--- src/tagpio_pkg.sv ---
// shared constants of the time-aware pin unit: register map, field layout,
// reset values and tick counts.
// assumes a 32-bit AHB-Lite register bus and two channels of 64 bytes each.
package tagpio_pkg;

    localparam int unsigned CH_NUM = 2;

    // byte offsets inside one channel's window
    localparam logic [5:0] OFS_CTRL = 6'h00;
    localparam logic [5:0] OFS_CMP_LO = 6'h04;
    localparam logic [5:0] OFS_CMP_HI = 6'h08;
    localparam logic [5:0] OFS_PIV_LO = 6'h0C;
    localparam logic [5:0] OFS_PIV_HI = 6'h10;
    localparam logic [5:0] OFS_TCV_LO = 6'h14;
    localparam logic [5:0] OFS_TCV_HI = 6'h18;
    localparam logic [5:0] OFS_ECC = 6'h1C;
    // haddr bit that picks the channel
    localparam int unsigned CH_SEL_BIT = 6;

    // channel_control field layout
    localparam int unsigned CTRL_W = 7;
    localparam int unsigned CTRL_EN = 0;
    localparam int unsigned CTRL_OUT = 1;
    localparam int unsigned CTRL_POL_LSB = 2;
    localparam int unsigned CTRL_PER = 4;
    localparam int unsigned CTRL_SRC_LSB = 5;
    localparam logic [6:0] CTRL_RESET = 7'h00;

    typedef enum logic [1:0] {
        TAGPIO_POL_RISE = 2'b00,
        TAGPIO_POL_FALL = 2'b01,
        TAGPIO_POL_BOTH = 2'b10,
        TAGPIO_POL_NONE = 2'b11
    } tagpio_pol_t;

    // timer_source_select value of the local always_running_timer
    localparam logic [1:0] SRC_ART = 2'b00;

    // tick counts
    localparam logic [1:0] QUAL_TICKS = 2'h3;
    localparam logic [1:0] PULSE_TICKS = 2'h2;
    localparam int unsigned MIN_INTERVAL = 3;

endpackage

--- src/tagpio_qual.sv ---
// pin input qualifier: two-stage synchroniser, then a new level is
// accepted only after it has held for a number of timer ticks.
// assumes the tick is a one-cycle enable in the hclk domain.
`timescale 1ns/1ps
module tagpio_qual (
    input wire logic hclk,
    input wire logic hresetn,
    input wire logic ce,
    input wire logic tick,
    input wire logic pin,
    output logic rise,
    output logic fall
);
    typedef struct packed {
        logic sync1;
        logic sync2;
        logic level;
        logic [1:0] cnt;
        logic rise;
        logic fall;
    } tagpio_qual_st_t;

    tagpio_qual_st_t s;
    tagpio_qual_st_t next_s;

    always_comb begin
        next_s = s;
        next_s.sync1 = pin;
        next_s.sync2 = s.sync1;
        next_s.rise = 1'b0;
        next_s.fall = 1'b0;
        if (s.sync2 == s.level) begin
            next_s.cnt = 2'h0;
        end else if (tick) begin
            if (s.cnt == tagpio_pkg::QUAL_TICKS - 2'h1) begin
                next_s.level = s.sync2;
                next_s.cnt = 2'h0;
                next_s.rise = s.sync2;
                next_s.fall = ~s.sync2;
            end else begin
                next_s.cnt = s.cnt + 2'h1;
            end
        end
    end

    always_ff @(posedge hclk or negedge hresetn) begin
        if (!hresetn) begin
            s <= '0;
        end else if (ce) begin
            s <= next_s;
        end
    end

    assign rise = s.rise;
    assign fall = s.fall;
endmodule

--- src/tagpio_outgen.sv ---
// output event shaper: rising or falling pulse of a fixed tick length,
// or a single toggle, started by a one-cycle event.
// assumes events are at least three ticks apart so pulses never overlap.
`timescale 1ns/1ps
module tagpio_outgen (
    input wire logic hclk,
    input wire logic hresetn,
    input wire logic ce,
    input wire logic tick,
    input wire logic [1:0] polarity,
    input wire logic event_in,
    output logic level
);
    typedef struct packed {
        logic level;
        logic [1:0] pcnt;
    } tagpio_og_st_t;

    tagpio_og_st_t s;
    tagpio_og_st_t next_s;
    tagpio_pkg::tagpio_pol_t pol;

    assign pol = tagpio_pkg::tagpio_pol_t'(polarity);

    always_comb begin
        next_s = s;
        if (event_in) begin
            case (pol)
                tagpio_pkg::TAGPIO_POL_RISE: begin
                    next_s.level = 1'b1;
                    next_s.pcnt = tagpio_pkg::PULSE_TICKS;
                end
                tagpio_pkg::TAGPIO_POL_FALL: begin
                    next_s.level = 1'b0;
                    next_s.pcnt = tagpio_pkg::PULSE_TICKS;
                end
                tagpio_pkg::TAGPIO_POL_BOTH: begin
                    next_s.level = ~s.level;
                end
                default: begin
                    next_s.level = s.level;
                end
            endcase
        end else if (s.pcnt != 2'h0) begin
            if (tick) begin
                next_s.pcnt = s.pcnt - 2'h1;
                if (s.pcnt == 2'h1) begin
                    next_s.level = (pol == tagpio_pkg::TAGPIO_POL_FALL);
                end
            end
        end else if (pol == tagpio_pkg::TAGPIO_POL_RISE) begin
            next_s.level = 1'b0;
        end else if (pol == tagpio_pkg::TAGPIO_POL_FALL) begin
            next_s.level = 1'b1;
        end
    end

    always_ff @(posedge hclk or negedge hresetn) begin
        if (!hresetn) begin
            s <= '0;
        end else if (ce) begin
            s <= next_s;
        end
    end

    assign level = s.level;
endmodule

--- src/tagpio_top.sv ---
// time-aware pin unit: two channels that timestamp pin edges or make
// edges at programmed timer values, reached over an AHB-Lite slave.
// assumes timer counts and their tick strobes arrive already in hclk domain.
`timescale 1ns/1ps
// Summary of operation
// - two independent channels, each set to input capture or output events
// - a channel reaches its pad only while the native function is selected
// - input event copies the running timer count into the capture register
// - event polarity picks rising, falling or both edges as input events
// - a new input level counts only after holding three timer ticks
// - output event fires when the timer count equals the compare time
// - periodic mode re-arms the compare by the interval after every match
// - event polarity picks rising pulse, falling pulse or toggle on output
// - rising pulse type rests low and each event drives it high briefly
// - falling pulse type rests high and each event drives it low briefly
// - output pulses last exactly two timer ticks before returning to rest
// - toggle type inverts the present output level once per event
// - every output event also captures the timer count
// - event counter increments on each input or output event
// - reading the capture low word freezes capture high word and count
// - any enabled channel keeps the oscillator on and blocks deep idle
// - source select 0 picks the local timer, others alternate time bases
module tagpio_top #(
    parameter int unsigned TW = 64,
    parameter int unsigned CW = 32
) (
    input wire logic hclk,
    input wire logic hresetn,
    input wire logic ce,
    input wire logic hsel,
    input wire logic [31:0] haddr,
    input wire logic [1:0] htrans,
    input wire logic hwrite,
    input wire logic [2:0] hsize,
    input wire logic [31:0] hwdata,
    input wire logic hready,
    output logic hreadyout,
    output logic [31:0] hrdata,
    output logic hresp,
    input wire logic [TW-1:0] always_running_timer_count,
    input wire logic always_running_timer_tick,
    input wire logic [TW-1:0] alternate_time_base_count0,
    input wire logic [TW-1:0] alternate_time_base_count1,
    input wire logic [TW-1:0] alternate_time_base_count2,
    input wire logic [2:0] alternate_time_base_tick,
    input wire logic [1:0] timed_pin_native_function,
    input wire logic [1:0] pin_in,
    output logic [1:0] pin_out,
    output logic [1:0] pin_oe,
    input wire logic deep_idle_request,
    output logic deep_idle_sleep_indication,
    output logic xtal_keep_running
);
    localparam int unsigned N = tagpio_pkg::CH_NUM;
    localparam int unsigned CTW = tagpio_pkg::CTRL_W;

    typedef struct packed {
        logic ready;
        logic [31:0] rdata;
        logic rd_pend;
        logic wr_pend;
        logic [6:0] addr;
        logic [N-1:0][CTW-1:0] ctrl;
        logic [N-1:0][TW-1:0] cmp;
        logic [N-1:0][TW-1:0] piv;
        logic [N-1:0] armed;
        logic [N-1:0][TW-1:0] next_match;
        logic [N-1:0][TW-1:0] tcv;
        logic [N-1:0][CW-1:0] ecc;
        logic [N-1:0][31:0] hold_hi;
        logic [N-1:0][CW-1:0] hold_ecc;
        logic [N-1:0] pin_out;
        logic [N-1:0] pin_oe;
        logic [N-1:0] drive;
        logic sleep;
        logic xtal;
    } tagpio_top_st_t;

    tagpio_top_st_t s;
    tagpio_top_st_t next_s;

    logic accept;
    logic [N-1:0] en;
    logic [N-1:0] out_mode;
    logic [N-1:0] periodic;
    logic [N-1:0][1:0] pol;
    logic [N-1:0] tick_sel;
    logic [N-1:0][TW-1:0] now_sel;
    logic [N-1:0] in_rise;
    logic [N-1:0] in_fall;
    logic [N-1:0] in_ev;
    logic [N-1:0] out_ev;
    logic [N-1:0] rearm;
    logic [N-1:0] freeze;
    logic [N-1:0] level;

    function automatic logic sel_tick(input logic [1:0] src);
        case (src)
            tagpio_pkg::SRC_ART: sel_tick = always_running_timer_tick;
            2'b01: sel_tick = alternate_time_base_tick[0];
            2'b10: sel_tick = alternate_time_base_tick[1];
            default: sel_tick = alternate_time_base_tick[2];
        endcase
    endfunction

    function automatic logic [TW-1:0] sel_now(input logic [1:0] src);
        case (src)
            tagpio_pkg::SRC_ART: sel_now = always_running_timer_count;
            2'b01: sel_now = alternate_time_base_count0;
            2'b10: sel_now = alternate_time_base_count1;
            default: sel_now = alternate_time_base_count2;
        endcase
    endfunction

    assign accept = ce && hsel && htrans[1] && hready;

    // a process, so that timer inputs read inside the selectors wake it
    always_comb begin
        for (int i = 0; i < N; i++) begin
            tick_sel[i] = sel_tick(s.ctrl[i][tagpio_pkg::CTRL_SRC_LSB +: 2]);
            now_sel[i] = sel_now(s.ctrl[i][tagpio_pkg::CTRL_SRC_LSB +: 2]);
        end
    end

    genvar g;
    generate
        for (g = 0; g < N; g++) begin : gen_ch
            assign en[g] = s.ctrl[g][tagpio_pkg::CTRL_EN];
            assign out_mode[g] = s.ctrl[g][tagpio_pkg::CTRL_OUT];
            assign periodic[g] = s.ctrl[g][tagpio_pkg::CTRL_PER];
            assign pol[g] = s.ctrl[g][tagpio_pkg::CTRL_POL_LSB +: 2];
            // the pad gives this channel nothing unless muxed to it
            tagpio_qual u_qual (
                .hclk(hclk),
                .hresetn(hresetn),
                .ce(ce),
                .tick(tick_sel[g]),
                .pin(pin_in[g] & timed_pin_native_function[g]),
                .rise(in_rise[g]),
                .fall(in_fall[g])
            );
            assign in_ev[g] = en[g] && !out_mode[g] &&
                ((in_rise[g] && (pol[g] == tagpio_pkg::TAGPIO_POL_RISE ||
                  pol[g] == tagpio_pkg::TAGPIO_POL_BOTH)) ||
                 (in_fall[g] && (pol[g] == tagpio_pkg::TAGPIO_POL_FALL ||
                  pol[g] == tagpio_pkg::TAGPIO_POL_BOTH)));
            assign out_ev[g] = en[g] && out_mode[g] && s.armed[g] &&
                tick_sel[g] && now_sel[g] == s.next_match[g];
            tagpio_outgen u_outgen (
                .hclk(hclk),
                .hresetn(hresetn),
                .ce(ce),
                .tick(tick_sel[g]),
                .polarity(pol[g]),
                .event_in(out_ev[g]),
                .level(level[g])
            );
        end
    endgenerate

    always_comb begin
        logic [5:0] ofs;
        int unsigned ch;
        ofs = s.addr[5:0];
        ch = 32'(s.addr[tagpio_pkg::CH_SEL_BIT]);
        next_s = s;
        rearm = '0;
        freeze = '0;
        // write data phase; compare high word write arms the match
        if (s.wr_pend) begin
            next_s.wr_pend = 1'b0;
            case (ofs)
                tagpio_pkg::OFS_CTRL: next_s.ctrl[ch] = hwdata[CTW-1:0];
                tagpio_pkg::OFS_CMP_LO: next_s.cmp[ch][31:0] = hwdata;
                tagpio_pkg::OFS_CMP_HI: begin
                    next_s.cmp[ch][TW-1:32] = hwdata[TW-33:0];
                    rearm[ch] = 1'b1;
                end
                tagpio_pkg::OFS_PIV_LO: next_s.piv[ch][31:0] = hwdata;
                tagpio_pkg::OFS_PIV_HI: next_s.piv[ch][TW-1:32] = hwdata[TW-33:0];
                default: next_s.wr_pend = 1'b0;
            endcase
        end
        // read data phase: one wait state, then data with hreadyout
        if (s.rd_pend) begin
            next_s.rd_pend = 1'b0;
            next_s.ready = 1'b1;
            case (ofs)
                tagpio_pkg::OFS_CTRL:
                    next_s.rdata = {{(32 - CTW){1'b0}}, s.ctrl[ch]};
                tagpio_pkg::OFS_CMP_LO: next_s.rdata = s.cmp[ch][31:0];
                tagpio_pkg::OFS_CMP_HI: next_s.rdata = s.cmp[ch][TW-1:32];
                tagpio_pkg::OFS_PIV_LO: next_s.rdata = s.piv[ch][31:0];
                tagpio_pkg::OFS_PIV_HI: next_s.rdata = s.piv[ch][TW-1:32];
                tagpio_pkg::OFS_TCV_LO: begin
                    next_s.rdata = s.tcv[ch][31:0];
                    freeze[ch] = 1'b1;
                end
                tagpio_pkg::OFS_TCV_HI: next_s.rdata = s.hold_hi[ch];
                tagpio_pkg::OFS_ECC: next_s.rdata = s.hold_ecc[ch];
                default: next_s.rdata = 32'h0000_0000;
            endcase
        end
        if (accept) begin
            next_s.addr = haddr[6:0];
            next_s.wr_pend = hwrite;
            next_s.rd_pend = ~hwrite;
            next_s.ready = hwrite;
        end
        for (int i = 0; i < N; i++) begin
            if (rearm[i]) begin
                next_s.armed[i] = 1'b1;
                next_s.next_match[i] = next_s.cmp[i];
            end else if (out_ev[i]) begin
                if (periodic[i]) begin
                    next_s.next_match[i] = s.next_match[i] + s.piv[i];
                end else begin
                    next_s.armed[i] = 1'b0;
                end
            end
            if (in_ev[i] || out_ev[i]) begin
                next_s.tcv[i] = now_sel[i];
                next_s.ecc[i] = s.ecc[i] + CW'(1);
            end
            // snapshot taken from values before any same-cycle event
            if (freeze[i]) begin
                next_s.hold_hi[i] = s.tcv[i][TW-1:32];
                next_s.hold_ecc[i] = s.ecc[i];
            end
            // pad enable lags a cycle so the stale rest level never shows
            next_s.drive[i] = en[i] && out_mode[i] &&
                timed_pin_native_function[i];
            next_s.pin_oe[i] = next_s.drive[i] && s.drive[i];
            next_s.pin_out[i] = next_s.pin_oe[i] & level[i];
        end
        next_s.xtal = |en;
        next_s.sleep = deep_idle_request && !(|en);
    end

    always_ff @(posedge hclk or negedge hresetn) begin
        if (!hresetn) begin
            s <= '0;
            s.ready <= 1'b1;
            s.ctrl <= {N{tagpio_pkg::CTRL_RESET}};
        end else if (ce) begin
            s <= next_s;
        end
    end

    assign hreadyout = s.ready;
    assign hrdata = s.rdata;
    assign hresp = 1'b0;
    assign pin_out = s.pin_out;
    assign pin_oe = s.pin_oe;
    assign deep_idle_sleep_indication = s.sleep;
    assign xtal_keep_running = s.xtal;
endmodule

--- config.mk ---
export PLATFORM = sky130hd
export DESIGN_NAME = tagpio_top
export DESIGN_NICKNAME = d
export VERILOG_FILES = /design/src/tagpio_pkg.sv /design/src/tagpio_qual.sv /design/src/tagpio_outgen.sv /design/src/tagpio_top.sv
export SDC_FILE = /design/constraint.sdc
export NUM_CORES = 2
export LEC_CHECK = 0
export ABC_CLOCK_PERIOD_IN_PS = 4000
export BUFFER_PORTS_ARGS = -buffer_cell sky130_fd_sc_hd__buf_2
export CORE_MARGIN = 1
export CORE_UTILIZATION = 35
export CTS_BUF_LIST = sky130_fd_sc_hd__clkbuf_4 sky130_fd_sc_hd__clkbuf_8
export DETAILED_ROUTE_END_ITERATION = 10
export MAX_ROUTING_LAYER = met4
export PLACE_DENSITY_LB_ADDON = 0.3
export SLEW_MARGIN = 20
export SYNTH_ARGS = -nofsm -noshare
export SYNTH_HDL_FRONTEND = slang
export SYNTH_SLANG_ARGS = --single-unit
--- constraint.sdc ---
create_clock -name hclk -period 4 [get_ports hclk]
set_input_delay 1.2 -clock hclk [delete_from_list [all_inputs] [get_ports hclk]]
set_output_delay 1.2 -clock hclk [all_outputs]
set_load 0.01 [all_outputs]
==> flow_metrics.env <==
export IMPL_syn2layout_area_growth_pct=25.3
export IMPL_dr_pass1_iters=9
export IMPL_cts_tree="done"
export IMPL_finalSetupViolCount=59
export IMPL_clock_sinks=790
export IMPL_fin_cells=7360
export IMPL_async_flop_share_pct=100
export IMPL_cts_inserted_buffers=146
export IMPL_crit_path_top_delay_cell="mux4_2"
export IMPL_drt_initial_drc_count=5758
export IMPL_ys_ff_latch=790
export IMPL_ios=380
export IMPL_multiInputGateArea_um2=27000
export IMPL_holdCritPathClass="input port to async pin"
export IMPL_syn_cell_area_um2=48100
export IMPL_timing_final_ws_setup_ps=-113
export IMPL_yosysWarnings=0
export IMPL_drv_slew=0
export IMPL_via_per_inst=6.02
export IMPL_timing_fmax_mhz=243
export IMPL_gr_usage_all_layers_pct=35.6
export IMPL_synth_cell_type_count=83
export IMPL_ant_nets=0
export IMPL_outcome="finished with violations"
export IMPL_path_class="register to register"
export IMPL_arrival_ps=4950
export IMPL_wirelength_um=250000
export IMPL_rsz0062_at_grt="true"
export IMPL_via_count=44300
export IMPL_h_tree_depth=4
export IMPL_initial_core_util_pct=35.4
export IMPL_clk_latency_ps=970
export IMPL_syn_inst=4670
export IMPL_layout_common_cells="dfrtp_1 (783), buf_4 (536), mux2_2 (458)"
export IMPL_synth_fp_nets=5150
export IMPL_fin_crit_ps=4110
export IMPL_crit_buf_inv=7
export IMPL_grt_pass1_vias=41900
export IMPL_drc=0
export IMPL_max_cap_violations=0
export IMPL_synth_edf_count=0
export IMPL_final_common_cell="dfrtp_1"
export IMPL_regArea_um2=19800
export IMPL_path_clk_slew_ps=60
export IMPL_worst_setup_path_end_kind="register"
export IMPL_post_route_period_util_pct=103
export IMPL_port_buffers=349
export IMPL_clock_root_buffer="clkbuf_8"
export IMPL_wl_per_cell_um=34.0
export IMPL_slowest_delay_ps=560
export IMPL_p_leak_nw=28.5
export IMPL_critical_path_top_delay_family="simple AND/OR/NAND/NOR gates"
export IMPL_synthFlopType="dfrtp_1"
export IMPL_violations="setup timing"
export IMPL_finClkSkew_ps=79.8
export IMPL_syn_area_per_cell_um2=10.3
export IMPL_layout_drive_gt1_share_pct=35.0
export IMPL_ys_seq_area_share_pct=41.1
export IMPL_max_slew_margin_pct=19.1
export IMPL_critPathLaunchType="register"
export IMPL_holdBufCountCts=0
export IMPL_fin_total_pwr_mw=23.0
export IMPL_fin_area_um2=60200
export IMPL_peakVddDrop_v=0.000285
export IMPL_gr_total_overflow=0
export IMPL_grt_pass1_wl_um=335000
export IMPL_cp_max_fo=11
export IMPL_n_fill_cell=13100
export IMPL_final_nets=5923
export IMPL_core_rowCount=135
export IMPL_placed_cell_area_um2=55500
export IMPL_finalSetupTns_ps=-1640
export IMPL_hpwl_um=195000
export IMPL_fp_dieW_um=373
export IMPL_gp_congestion=1.08
export IMPL_dp_cells=7021
export IMPL_cp_cell_sequence="buf_6 > clkbuf_16 > mux4_2 > nand2b_1 > buf_4 > nand4_1 > nor3_1 > nand3_1 > nor4_4 > buf_12 > buf_12 > o21ai_4 > buf_4 > buf_6 > mux2_2"
export IMPL_die_h_um=373
export IMPL_final_hold_violation_count=0
export IMPL_antenna_found_initial=29
export IMPL_core_um2=136000
export IMPL_fin_util_pct=44.4
export IMPL_cts_buffer_depth=3
export IMPL_worst_pin_slew_ps=1200
export IMPL_cellPowerDensity_nw_per_um2=382
export IMPL_grt_max_degree=126
export IMPL_required_ps=4830
export IMPL_die_area_um2=139000
synth_stat cells, types with 13 or more instances:
master | number | share of area [%]
o21ai_0 | 248 | 2.6
ha_1 | 138 | 3.6
nand3_1 | 110 | 1.1
a22o_1 | 31 | 0.56
buf_4 | 53 | 0.83
a31oi_1 | 58 | 0.75
nand4_1 | 91 | 1.2
dfrtp_1 | 789 | 41
inv_1 | 97 | 0.76
mux2i_1 | 171 | 3.6
xor2_1 | 69 | 1.3
mux2_2 | 461 | 11
nor4_1 | 36 | 0.47
nor2_1 | 252 | 2.0
a21oi_1 | 287 | 3.0
a21o_1 | 64 | 1.0
buf_1 | 38 | 0.30
and4_1 | 16 | 0.29
or3_1 | 13 | 0.17
nor2b_1 | 20 | 0.26
and3_1 | 32 | 0.42
o21bai_1 | 29 | 0.45
mux2_1 | 51 | 1.2
a22oi_1 | 66 | 1.0
nand2b_1 | 44 | 0.57
buf_2 | 37 | 0.39
a211oi_1 | 24 | 0.37
xnor2_1 | 194 | 3.5
o22ai_1 | 53 | 0.69
nand2_1 | 462 | 3.6
nor3_1 | 53 | 0.55
mux4_2 | 118 | 5.5
clkbuf_1 | 220 | 1.7
o21a_1 | 30 | 0.47
o211ai_1 | 24 | 0.37
a221oi_1 | 30 | 0.55
cell families (layout without fill, tap and decap cells):
| kind of cell | Yosys count | count (layout) | share of synthesized area (%) |
|---|---|---|---|
| multiplexers | 801 | 801 | 21.1 |
| AND/OR/NAND/NOR | 1177 | 1177 | 11.5 |
| adder cells (fa/ha/maj) | 140 | 140 | 3.67 |
| AO/OA/AOI/OAI | 1045 | 1046 | 13.7 |
| other | 1 | 24 | 0.00780 |
| XOR/XNOR | 263 | 263 | 4.79 |
| buffers and inverters | 453 | 1338 | 4.16 |
| flip-flops | 790 | 790 | 41.1 |
metal layers:
metal	share of wire, %	track usage, %	up-vias	wire length, um
li1	-	-	18700	-
met1	41	47.1	22500	103000
met2	41	49.2	2593	103000
met3	11	9.41	535	27600
met4	6.6	19.5	0	16600
met5	0	-	-	0
area by class of cell:
class	count	share of cell area [%]
Timing Repair Buffer	979	12.5
Multi-Input combinational cell	3428	44.8
Clock buffer	227	4.75
Clock inverter	34	0.689
Tap cell	1781	3.70
Inverter	98	0.615
Sequential cell	790	32.8
Antenna cell	23	0.0955
report_power, final:
part / total, mW / internal (mW) / switching, mW / leakage (nW)
clock: 8.88 / 4.89 / 3.99 / 1.73
sequential: 8.85 / 8.37 / 0.482 / 10.8
combinational: 5.29 / 2.06 / 3.22 / 16.0
what timing repair did:
| item | in CTS | in global routing |
|---|---|---|
| pin swaps | 8 | 22 |
| setup endpoints to repair | 185 | 301 |
| gates resized for setup | 27 | 134 |
| setup buffers | 11 | 28 |
| cloned | 2 | 15 |
stage by stage:
| step | worst slack [ps] | hold WS, ps |
|---|---|---|
| after global placement | -1190 | 459 |
| after global routing | -124 | 159 |
| after detailed placement | -1100 | 464 |
| final | -113 | 205 |
| after floorplan | 83.9 | 439 |
| after CTS | -47.3 | 144 |
path summary, 6_finish.rpt:
check,start,to,slack [ps],cells after the start
min in group hclk,s[167]$_DFFE_PN0P_,s[167]$_DFFE_PN0P_,470,1
max in group asynchronous,hresetn,s[734]$_DFFE_PN0P_,2650,2
max,s[726]$_DFFE_PN0P_,s[277]$_DFFE_PN0P_,-110,15
min reg2reg,s[167]$_DFFE_PN0P_,s[167]$_DFFE_PN0P_,470,1
max reg2reg,s[726]$_DFFE_PN0P_,s[277]$_DFFE_PN0P_,-110,15
min,hresetn,s[408]$_DFFE_PN0P_,210,1
sequential cells by signal, indices dropped and copies added, names as in the netlist, 4 cells and up:
| name | flops |
|---|---|
| hrdata | 32 |
| gen_ch.u_qual.s | 8 |
| gen_ch.u_outgen.s | 4 |
| s | 721 |
| pol | 4 |
Note: power is estimated with default switching activity, not from simulation.
